### config.mk
export PLATFORM = sky130hd
export DESIGN_NAME = pdc_pll_ctrl
export DESIGN_NICKNAME = d
export VERILOG_FILES = /design/src/common/pdc_pkg.sv /design/src/verilog/pdc_lock_sync.sv /design/src/verilog/pdc_pll_ctrl.sv
export SDC_FILE = /design/constraint.sdc
export NUM_CORES = 1
export LEC_CHECK = 0
export BUFFER_PORTS_ARGS = -buffer_cell sky130_fd_sc_hd__buf_2
export CORE_UTILIZATION = 30
export DETAILED_ROUTE_END_ITERATION = 10
export PLACE_DENSITY = 0.61
export SLEW_MARGIN = 10
export SYNTH_ARGS = -nofsm -noshare
export SYNTH_HDL_FRONTEND = slang
export SYNTH_SLANG_ARGS = --single-unit
export TNS_END_PERCENT = 30
### constraint.sdc
create_clock -name clk_sys_i -period 1.1 [get_ports clk_sys_i]
set_input_delay 0.22 -clock clk_sys_i [delete_from_list [all_inputs] [get_ports clk_sys_i]]
set_output_delay 0.22 -clock clk_sys_i [all_outputs]
set_load 0.1 [all_outputs]
### src/common/pdc_pkg.sv
// Package for the loop divider configuration block: register map, field
// positions, reset values.
// Assumes a byte-wide register port with a 4-bit word address.
package pdc_pkg;

  // ----------------------------------------------------------------------
  // Register map
  // ----------------------------------------------------------------------
  localparam logic [3:0] ADDR_LOOP_CTRL  = 4'h0;
  localparam logic [3:0] ADDR_BANDWIDTH  = 4'h1;
  localparam logic [3:0] ADDR_RANGE_MULT = 4'h2;
  localparam logic [3:0] ADDR_REF_DIV    = 4'h3;

  // ----------------------------------------------------------------------
  // Field positions
  // ----------------------------------------------------------------------
  localparam int CTRL_IE_BIT   = 7;
  localparam int CTRL_FLAG_BIT = 6;
  localparam int CTRL_ON_BIT   = 5;
  localparam int CTRL_BCS_BIT  = 4;
  localparam int BW_AUTO_BIT   = 7;
  localparam int BW_LOCK_BIT   = 6;
  localparam int REF_DIV_W     = 4;

  // ----------------------------------------------------------------------
  // Reset values and fixed constants
  // ----------------------------------------------------------------------
  localparam logic [7:0]           RANGE_MULT_RST = 8'h40;
  localparam logic [REF_DIV_W-1:0] REF_DIV_RST    = 4'h1;
  localparam logic [REF_DIV_W-1:0] REF_DIV_ONE    = 4'h1;
  localparam logic [7:0]           RANGE_ZERO     = 8'h00;
  localparam logic                 LOOP_ON_RST    = 1'b1;

endpackage : pdc_pkg

### src/verilog/pdc_lock_sync.sv
// Three-stage synchroniser for the analog lock indicator, with change pulse.
// Assumes the input is asynchronous to clk_sys_i; a change is taken once
// the second and third stages agree.
module pdc_lock_sync (
  input  wire logic clk_sys_i,
  input  wire logic rst_n_i,
  input  wire logic async_i,
  output logic      level_o,
  output logic      change_o
);

  // ----------------------------------------------------------------------
  // State
  // ----------------------------------------------------------------------
  typedef struct packed {
    logic ff1;
    logic ff2;
    logic ff3;
    logic level;
    logic change;
  } pdc_sync_t;

  pdc_sync_t s_q;
  pdc_sync_t s_d;

  always_comb begin
    s_d        = s_q;
    s_d.ff1    = async_i;
    s_d.ff2    = s_q.ff1;
    s_d.ff3    = s_q.ff2;
    s_d.change = 1'b0;
    // Agreement of two stages filters a metastable settle on stage two
    if ((s_q.ff2 == s_q.ff3) && (s_q.ff3 != s_q.level)) begin
      s_d.level  = s_q.ff3;
      s_d.change = 1'b1;
    end
  end

  always_ff @(posedge clk_sys_i or negedge rst_n_i) begin
    if (!rst_n_i) begin
      s_q <= '0;
    end else begin
      s_q <= s_d;
    end
  end

  assign level_o  = s_q.level;
  assign change_o = s_q.change;

endmodule : pdc_lock_sync

### src/verilog/pdc_pll_ctrl.sv
// Register and mode control for a clock generator phase-locked loop.
// Assumes a same-clock register master, and stop, break and oscillator
// option inputs driven by logic on clk_sys_i; only lock_i is asynchronous.
//
// The register addresses and the strobed register port are this design's own decisions.
module pdc_pll_ctrl (
  input  wire logic       clk_sys_i,
  input  wire logic       resetn_i,
  input  wire logic [3:0] reg_addr_i,
  input  wire logic [7:0] reg_wdata_i,
  input  wire logic       reg_wr_i,
  input  wire logic       reg_rd_i,
  output logic      [7:0] reg_rdata_o,
  input  wire logic       lock_i,
  input  wire logic       stop_i,
  input  wire logic       osc_stop_en_i,
  input  wire logic       break_i,
  input  wire logic       break_flag_clear_en_i,
  output logic            loop_enable_o,
  output logic            osc_enable_o,
  output logic            crystal_clock_en_o,
  output logic            vco_clock_sel_o,
  output logic            out_clk_o,
  output logic      [7:0] range_mult_o,
  output logic      [3:0] ref_div_o,
  output logic            irq_o
);

  // ----------------------------------------------------------------------
  // Reset release
  // ----------------------------------------------------------------------
  logic rst_meta_q;
  logic rst_n;

  always_ff @(posedge clk_sys_i or negedge resetn_i) begin
    if (!resetn_i) begin
      rst_meta_q <= 1'b0;
      rst_n      <= 1'b0;
    end else begin
      rst_meta_q <= 1'b1;
      rst_n      <= rst_meta_q;
    end
  end

  // ----------------------------------------------------------------------
  // Lock indicator crossing
  // ----------------------------------------------------------------------
  logic lock_level;
  logic lock_chg;

  pdc_lock_sync u_lock_sync (
    .clk_sys_i (clk_sys_i),
    .rst_n_i   (rst_n),
    .async_i   (lock_i),
    .level_o   (lock_level),
    .change_o  (lock_chg)
  );

  // ----------------------------------------------------------------------
  // State
  // ----------------------------------------------------------------------
  typedef struct packed {
    logic                          loop_interrupt_enable;
    logic                          loop_interrupt_flag;
    logic                          loop_on;
    logic                          base_clock_source_select;
    logic                          auto_mode;
    logic [7:0]                    range_multiplier_field;
    logic [pdc_pkg::REF_DIV_W-1:0] reference_division_field;
    logic [7:0]                    rdata;
    logic                          out_clk;
  } pdc_state_t;

  pdc_state_t s_q;
  pdc_state_t s_d;

  function automatic logic hit(input logic [3:0] addr, input logic [3:0] reg_addr);
    hit = (addr == reg_addr);
  endfunction : hit

  logic wr_ctrl;
  logic wr_bw;
  logic wr_range;
  logic wr_ref;
  logic rd_ctrl;
  logic flag_guard;
  logic flag_set;
  logic flag_clr;
  logic halt_all;
  logic range_zero;
  logic [7:0] ctrl_view;
  logic [7:0] bw_view;

  assign wr_ctrl    = reg_wr_i && hit(reg_addr_i, pdc_pkg::ADDR_LOOP_CTRL);
  assign wr_bw      = reg_wr_i && hit(reg_addr_i, pdc_pkg::ADDR_BANDWIDTH);
  assign wr_range   = reg_wr_i && hit(reg_addr_i, pdc_pkg::ADDR_RANGE_MULT);
  assign wr_ref     = reg_wr_i && hit(reg_addr_i, pdc_pkg::ADDR_REF_DIV);
  assign rd_ctrl    = reg_rd_i && hit(reg_addr_i, pdc_pkg::ADDR_LOOP_CTRL);
  assign flag_guard = break_i && !break_flag_clear_en_i;
  assign range_zero = (s_q.range_multiplier_field == pdc_pkg::RANGE_ZERO);
  assign halt_all   = stop_i && !osc_stop_en_i;

  // Set wins over a read clear in the same cycle so no lock edge is lost
  assign flag_set = s_q.auto_mode && lock_chg;
  assign flag_clr = rd_ctrl && !flag_guard;

  // ----------------------------------------------------------------------
  // Read views
  // ----------------------------------------------------------------------
  always_comb begin
    ctrl_view = 8'h00;
    ctrl_view[pdc_pkg::CTRL_IE_BIT]   = s_q.loop_interrupt_enable && s_q.auto_mode;
    ctrl_view[pdc_pkg::CTRL_FLAG_BIT] = s_q.loop_interrupt_flag && s_q.auto_mode;
    ctrl_view[pdc_pkg::CTRL_ON_BIT]   = s_q.loop_on;
    ctrl_view[pdc_pkg::CTRL_BCS_BIT]  = s_q.base_clock_source_select;
    bw_view = 8'h00;
    bw_view[pdc_pkg::BW_AUTO_BIT]     = s_q.auto_mode;
    bw_view[pdc_pkg::BW_LOCK_BIT]     = lock_level && s_q.auto_mode;
  end

  // ----------------------------------------------------------------------
  // Next state
  // ----------------------------------------------------------------------
  always_comb begin
    s_d = s_q;

    s_d.loop_interrupt_flag = flag_set || (s_q.loop_interrupt_flag && !flag_clr);

    if (wr_ctrl) begin
      // Enable is only writable in automatic mode
      if (s_q.auto_mode) begin
        s_d.loop_interrupt_enable = reg_wdata_i[pdc_pkg::CTRL_IE_BIT];
      end
      // Loop stays on while the VCO drives the output
      if (!s_q.base_clock_source_select) begin
        s_d.loop_on = reg_wdata_i[pdc_pkg::CTRL_ON_BIT];
      end
      // Lock is not required to select the VCO, only loop on, a non-zero range and no stop
      s_d.base_clock_source_select = reg_wdata_i[pdc_pkg::CTRL_BCS_BIT]
                                     && s_q.loop_on && !range_zero;
    end

    if (wr_bw) begin
      s_d.auto_mode = reg_wdata_i[pdc_pkg::BW_AUTO_BIT];
    end

    if (wr_range && !s_q.loop_on) begin
      s_d.range_multiplier_field = reg_wdata_i;
    end

    if (wr_ref && !s_q.loop_on) begin
      s_d.reference_division_field = reg_wdata_i[pdc_pkg::REF_DIV_W-1:0];
    end

    // A zero range can only be written with the loop off, but guard anyway
    if (range_zero) begin
      s_d.base_clock_source_select = 1'b0;
    end

    // Stop falls back to the crystal; only a control write sets the bit again afterward
    if (stop_i) begin
      s_d.base_clock_source_select = 1'b0;
    end

    s_d.rdata = 8'h00;
    if (reg_rd_i) begin
      unique case (reg_addr_i)
        pdc_pkg::ADDR_LOOP_CTRL:  s_d.rdata = ctrl_view;
        pdc_pkg::ADDR_BANDWIDTH:  s_d.rdata = bw_view;
        pdc_pkg::ADDR_RANGE_MULT: s_d.rdata = s_q.range_multiplier_field;
        pdc_pkg::ADDR_REF_DIV: begin
          s_d.rdata = {4'h0, s_q.reference_division_field};
        end
        default:                  s_d.rdata = 8'h00;
      endcase
    end

    // Output clock divides clk_sys_i by two whatever the source select; only stop
    // with osc_stop_en_i low, never wait, affects it
    if (halt_all) begin
      s_d.out_clk = 1'b0;
    end else begin
      s_d.out_clk = !s_q.out_clk;
    end
  end

  always_ff @(posedge clk_sys_i or negedge rst_n) begin
    if (!rst_n) begin
      s_q                          <= '0;
      s_q.loop_on                  <= pdc_pkg::LOOP_ON_RST;
      s_q.range_multiplier_field   <= pdc_pkg::RANGE_MULT_RST;
      s_q.reference_division_field <= pdc_pkg::REF_DIV_RST;
    end else begin
      s_q <= s_d;
    end
  end

  // ----------------------------------------------------------------------
  // Outputs
  // ----------------------------------------------------------------------
  // Loop runs only with loop on, a non-zero range and outside stop
  assign loop_enable_o      = s_q.loop_on && !range_zero && !stop_i;
  assign osc_enable_o       = !halt_all;
  assign crystal_clock_en_o = !halt_all;
  assign vco_clock_sel_o    = s_q.base_clock_source_select;
  assign out_clk_o          = s_q.out_clk;
  assign range_mult_o       = s_q.range_multiplier_field;
  assign ref_div_o          = (s_q.reference_division_field == '0) ?
                              pdc_pkg::REF_DIV_ONE : s_q.reference_division_field;
  assign irq_o              = s_q.loop_interrupt_flag && s_q.loop_interrupt_enable
                              && s_q.auto_mode && !halt_all;
  assign reg_rdata_o        = s_q.rdata;

  // ----------------------------------------------------------------------
  // Checks
  // ----------------------------------------------------------------------
  a_range_write_lock: assert property (
    @(posedge clk_sys_i) disable iff (!rst_n)
    (wr_range && s_q.loop_on) |=> $stable(s_q.range_multiplier_field))
    else $error("range multiplier changed while loop on");

  a_zero_range_off: assert property (
    @(posedge clk_sys_i) disable iff (!rst_n)
    range_zero |-> (!loop_enable_o && !vco_clock_sel_o))
    else $error("zero range left loop or vco select active");

  a_select_needs_range: assert property (
    @(posedge clk_sys_i) disable iff (!rst_n)
    (wr_ctrl && range_zero) |=> !s_q.base_clock_source_select)
    else $error("source select set with zero range");

  a_refdiv_write_lock: assert property (
    @(posedge clk_sys_i) disable iff (!rst_n)
    (wr_ref && s_q.loop_on) |=> $stable(s_q.reference_division_field))
    else $error("reference divider changed while loop on");

  a_refdiv_zero_one: assert property (
    @(posedge clk_sys_i) disable iff (!rst_n)
    (s_q.reference_division_field == '0) |-> (ref_div_o == pdc_pkg::REF_DIV_ONE))
    else $error("zero divider not treated as one");

  a_refdiv_upper_zero: assert property (
    @(posedge clk_sys_i) disable iff (!rst_n)
    (reg_rd_i && hit(reg_addr_i, pdc_pkg::ADDR_REF_DIV)) |=> (reg_rdata_o[7:4] == 4'h0))
    else $error("reference divider upper bits not zero");

  a_lock_sets_flag: assert property (
    @(posedge clk_sys_i) disable iff (!rst_n)
    (s_q.auto_mode && lock_chg) |=> s_q.loop_interrupt_flag)
    else $error("lock change did not set flag");

  // Pin and register view must agree: a raised request reads back as flag and enable
  a_irq_gating: assert property (
    @(posedge clk_sys_i) disable iff (!rst_n)
    (rd_ctrl && irq_o) |=> (reg_rdata_o[pdc_pkg::CTRL_IE_BIT]
                            && reg_rdata_o[pdc_pkg::CTRL_FLAG_BIT]))
    else $error("interrupt request does not follow flag and enable");

  a_read_clears_flag: assert property (
    @(posedge clk_sys_i) disable iff (!rst_n)
    (rd_ctrl && !flag_guard && !flag_set) |=> !s_q.loop_interrupt_flag)
    else $error("control read did not clear flag");

  a_break_keeps_flag: assert property (
    @(posedge clk_sys_i) disable iff (!rst_n)
    (flag_guard && s_q.loop_interrupt_flag) |=> s_q.loop_interrupt_flag)
    else $error("flag lost during protected break");

  a_stop_halts_clk: assert property (
    @(posedge clk_sys_i) disable iff (!rst_n)
    halt_all [*2] |-> (!out_clk_o && !osc_enable_o && !irq_o && !crystal_clock_en_o))
    else $error("outputs active during stop");

  a_stop_clears_sel: assert property (
    @(posedge clk_sys_i) disable iff (!rst_n)
    stop_i |=> !vco_clock_sel_o)
    else $error("source select survived stop entry");

  a_loop_on_kept: assert property (
    @(posedge clk_sys_i) disable iff (!rst_n)
    s_q.base_clock_source_select |=> s_q.loop_on)
    else $error("loop turned off while vco selected");

  // The first edge after release still holds the reset value, so skip it
  a_out_clk_halves: assert property (
    @(posedge clk_sys_i) disable iff (!rst_n)
    ((rst_n && !halt_all) ##1 !halt_all) |-> (out_clk_o != $past(out_clk_o)))
    else $error("output clock not toggling at half rate");

  // Sampled at release, before any register can have moved
  a_reset_values: assert property (
    @(posedge clk_sys_i)
    $rose(rst_n) |-> ((range_mult_o == pdc_pkg::RANGE_MULT_RST)
                      && (s_q.reference_division_field == pdc_pkg::REF_DIV_RST)))
    else $error("range or divider not at reset value");

  a_flag_without_ie: assert property (
    @(posedge clk_sys_i) disable iff (!rst_n)
    (s_q.auto_mode && lock_chg && !s_q.loop_interrupt_enable) |=> s_q.loop_interrupt_flag)
    else $error("flag not set with enable clear");

  a_manual_flag_zero: assert property (
    @(posedge clk_sys_i) disable iff (!rst_n)
    (rd_ctrl && !s_q.auto_mode) |=> (reg_rdata_o[pdc_pkg::CTRL_FLAG_BIT] == 1'b0))
    else $error("flag visible in manual mode");

  a_manual_ie_kept: assert property (
    @(posedge clk_sys_i) disable iff (!rst_n)
    (wr_ctrl && !s_q.auto_mode) |=> $stable(s_q.loop_interrupt_enable))
    else $error("interrupt enable written in manual mode");

  a_select_unlocked: assert property (
    @(posedge clk_sys_i) disable iff (!rst_n)
    (wr_ctrl && reg_wdata_i[pdc_pkg::CTRL_BCS_BIT] && s_q.loop_on && !range_zero
     && !stop_i && !lock_level) |=> s_q.base_clock_source_select)
    else $error("source select refused without lock");

  a_stop_osc_kept: assert property (
    @(posedge clk_sys_i) disable iff (!rst_n)
    (stop_i && osc_stop_en_i) |-> (osc_enable_o && crystal_clock_en_o && !loop_enable_o))
    else $error("oscillator option not honoured in stop");

  a_break_clear_kept: assert property (
    @(posedge clk_sys_i) disable iff (!rst_n)
    (break_i && break_flag_clear_en_i && rd_ctrl && !flag_set) |=> !s_q.loop_interrupt_flag)
    else $error("flag not cleared by read in open break");

endmodule : pdc_pll_ctrl

==> reports/qor.yml <==
status:
  outcome: "finished, violations left"
  violations: "setup timing"
routing:
  wl_per_cell_um: 14.3
  drt_pass1_iterations: 4
  ant_nets: 0
  avgViaCountPerCell: 4.42
  drt_wl_total_mm: 3.71
  route.detailed.drc: 0
  drt-initial-drc-count: 74
  dr_total_vias: 1144
floorplanning:
  core_area_um2: 4790
  fp.dieArea_um2: 5300
  start_util_pct: 31.4
  ios: 47
  rows: 25
  die_y_um: 72.8
  die_w_um: 72.8
worst_setup_path:
  cp.required_ns: 0.88
  reg2reg_slack_ns: -0.32
  worst-path-buf-inv: 1
  r2r-start: "ctrl_view[5]$_DFFE_PN1P_"
  path_max_fanout: 2
  crit_chain: "nor4_4 -> a21oi_2 -> and2_4 -> buf_12"
  end_kind: "primary output"
  startpoint: "range_mult_o[2]$_DFFE_PN0P_"
  critPathKind: "register to primary output"
  worstPathArrival_ns: 1.48
  crit_path_max_incr_delay_ns: 0.42
  cpMaxStageDelayCell: "dfrtp_1"
  critPathTopFamily: "simple AND/OR/NAND/NOR gates"
  worstSetupStartpointType: "register"
clocking:
  tritoncts: "done"
  clock-sinks: 33
  ctsLongestPathBuffers: 2
  clock_latency_ns: 0.29
  h-tree-depth: 2
  clk_pin_slew_ns: 0.06
  clockRootBuffer: "clkbuf_8"
  cts_buffers: 5
place:
  routabilityCongestion: 0.788
  hpwl_mm: 2.77
  placed_cell_area_um2: 2340
  port_buffers: 46
  dp_cells: 247
final_layout:
  final_common_cell: "dfrtp_1"
  layout.cells.non_filler: 259
  antennaDiodeCount: 0
  final_nets: 212
  fin_util_pct: 54.6
  mostFrequentLayoutCells: "29 x dfrtp_1, 27 x buf_12, 19 x buf_4"
  syn_to_final_growth_pct: 73.9
  nFillCells: 386
  design_area_um2: 2620
  drive_above_1_share_pct: 66.7
synthesis:
  ys_warn_count: 0
  syn_avg_cell_area_um2: 11.8
  yosysUniqueCellTypes: 29
  synth-seq-area-share_pct: 55.2
  synth_nets: 148
  syn_area_um2: 1500
  ys_ff_latch: 33
  synth_cells: 127
pwr:
  switching_share_pct: 41.6
  power_frac_comb_pct: 51.5
  p_clk_share_pct: 17.0
  ir_worst_vdd_mv: 1.41
  total_power_w: 0.00510
  p_int_w: 0.00298
  powerDensity_nw_per_um2: 1950
  pwr-share-seq_pct: 31.5
  p_sw_w: 0.00212
  leakagePower_nw: 1.19
global_route:
  gr-usage-met3_pct: 4.42
  met2_usage_pct: 24.5
  overflow: 0
  grt_pass1_wl_mm: 5.92
  grt_most_used_layer: "met2"
  antenna_found_initial: 0
  grt_pass1_vias: 1171
  grt_max_degree: 19
  use_met1_pct: 20.2
  grt_usage_pct: 15.9
timing:
  rsz0062_at_grt: "true"
  setup_viol: 30
  period_minus_slack_ns: 1.70
  skew_ns: 0.00447
  fmax_mhz: 589
  period_share_pct: 154
  slew_violations: 0
  finalSetupTns_ns: -7.00
  fin_ws_ns: -0.596
  finalHoldViolations: 0
job:
  maxCapViolCount: 0
hold_path:
  worstHoldStart: "lock_i"
  hp-class: "input port to register"
## timing repair
| action | in CTS | in global routing |
|---|---|---|
| hold buffers | 1 | 0 |
| pin swaps | 5 | 8 |
| gates resized for setup | 21 | 16 |
| endpoints found under the setup margin | 38 | 45 |
| buffers inserted | 1 | 3 |
| hold endpoints to repair | 2 | 0 |
## cells by family after synthesis
group,share of synthesized area (%)
buffers and inverters,11.2
DFF,55.2
muxes,16.0
and+or+nand+nor,13.5
other,0.249
AOI/OAI and AO/OA,3.91
## per-stage QoR
step | hold slack (ns) | setup WS, ns
4_1_cts | 0.0255 | -0.615
2_1_floorplan | -0.0756 | -0.341
3_3_place_gp | 0.00485 | -0.424
5_1_grt | 0.0216 | -0.659
3_5_place_dp | 0.00828 | -0.448
6_report | 0.0350 | -0.596
## sequential cells by signal, indices dropped and copies added, names as in the netlist
signal,count
bw_view,1
ctrl_view,1
out_clk_o,1
range_mult_o,8
reg_rdata_o,8
rst_meta_q,1
rst_n,1
s_q,6
u_lock_sync.change_o,1
u_lock_sync.level_o,1
u_lock_sync.s_d,2
u_lock_sync.s_q,1
vco_clock_sel_o,1
## worst paths after layout
check / end / cells past startpoint
min in group asynchronous: u_lock_sync.s_d[3]$_DFF_PN0_ / 1
worst min register to register: u_lock_sync.s_d[3]$_DFF_PN0_ / 1
worst min-delay path: u_lock_sync.s_d[3]$_DFF_PN0_ / 1
max in group asynchronous: s_q[9]$_DFFE_PN1P_ / 1
worst max register to register: range_mult_o[4]$_DFFE_PN0P_ / 5
worst max-delay path: loop_enable_o / 4
## cell usage after synthesis, drive strengths merged
| cell | instances | area share, % |
|---|---|---|
| nor2 | 10 | 2.5 |
| nor4b | 2 | 1.2 |
| nor3b | 1 | 0.83 |
| nor2b | 3 | 1.2 |
| dfrtp | 30 | 50 |
| a2bb2oi | 1 | 0.58 |
| mux2 | 16 | 12 |
| nand3 | 1 | 0.33 |
| or4b | 1 | 0.91 |
| nor4 | 2 | 0.83 |
| and3 | 1 | 0.42 |
| buf | 18 | 9.2 |
| nand2 | 6 | 1.5 |
| inv | 2 | 0.50 |
| a21oi | 2 | 0.67 |
| dfstp | 3 | 5.2 |
| or3b | 1 | 0.58 |
| o21ai | 3 | 1.0 |
| or2 | 2 | 0.83 |
| a32oi | 1 | 0.58 |
| mux2i | 6 | 4.0 |
| o41ai | 1 | 0.58 |
| clkbuf | 6 | 1.5 |
| nor3 | 4 | 1.3 |
| conb | 1 | 0.25 |
| and2 | 1 | 0.42 |
| nand4b | 1 | 0.58 |
| a21boi | 1 | 0.50 |
## metal layers
metal,part of all wire [%],wire [µm]
met5,0,0
met4,2.0,73
met3,3.7,137
met2,51,1890
met1,43,1610
## power groups by stage
stage | logic (W) | registers (W) | clock network [W]
6_report | 0.00263 | 0.00160 | 0.000866
5_1_grt | 0.00272 | 0.00162 | 0.000963
4_1_cts | 0.00251 | 0.00156 | 0.000896
3_5_place_dp | 0.00244 | 0.00155 | 0
3_3_place_gp | 0.00242 | 0.00154 | 0
2_1_floorplan | 0.00149 | 0.00160 | 0
## final cells by class
type                            instances  area (µm²)  share of cell area [%]
Clock inverter                          2        10.0                   0.383
Sequential cell                        33         831                    31.8
Clock buffer                            6        72.6                    2.78
Tap cell                               67        83.8                    3.21
Timing Repair Buffer                   81         967                    37.0
Inverter                                2        11.3                   0.431
Multi-Input combinational cell         68         639                    24.4
Power figures use the tool's default switching activity.
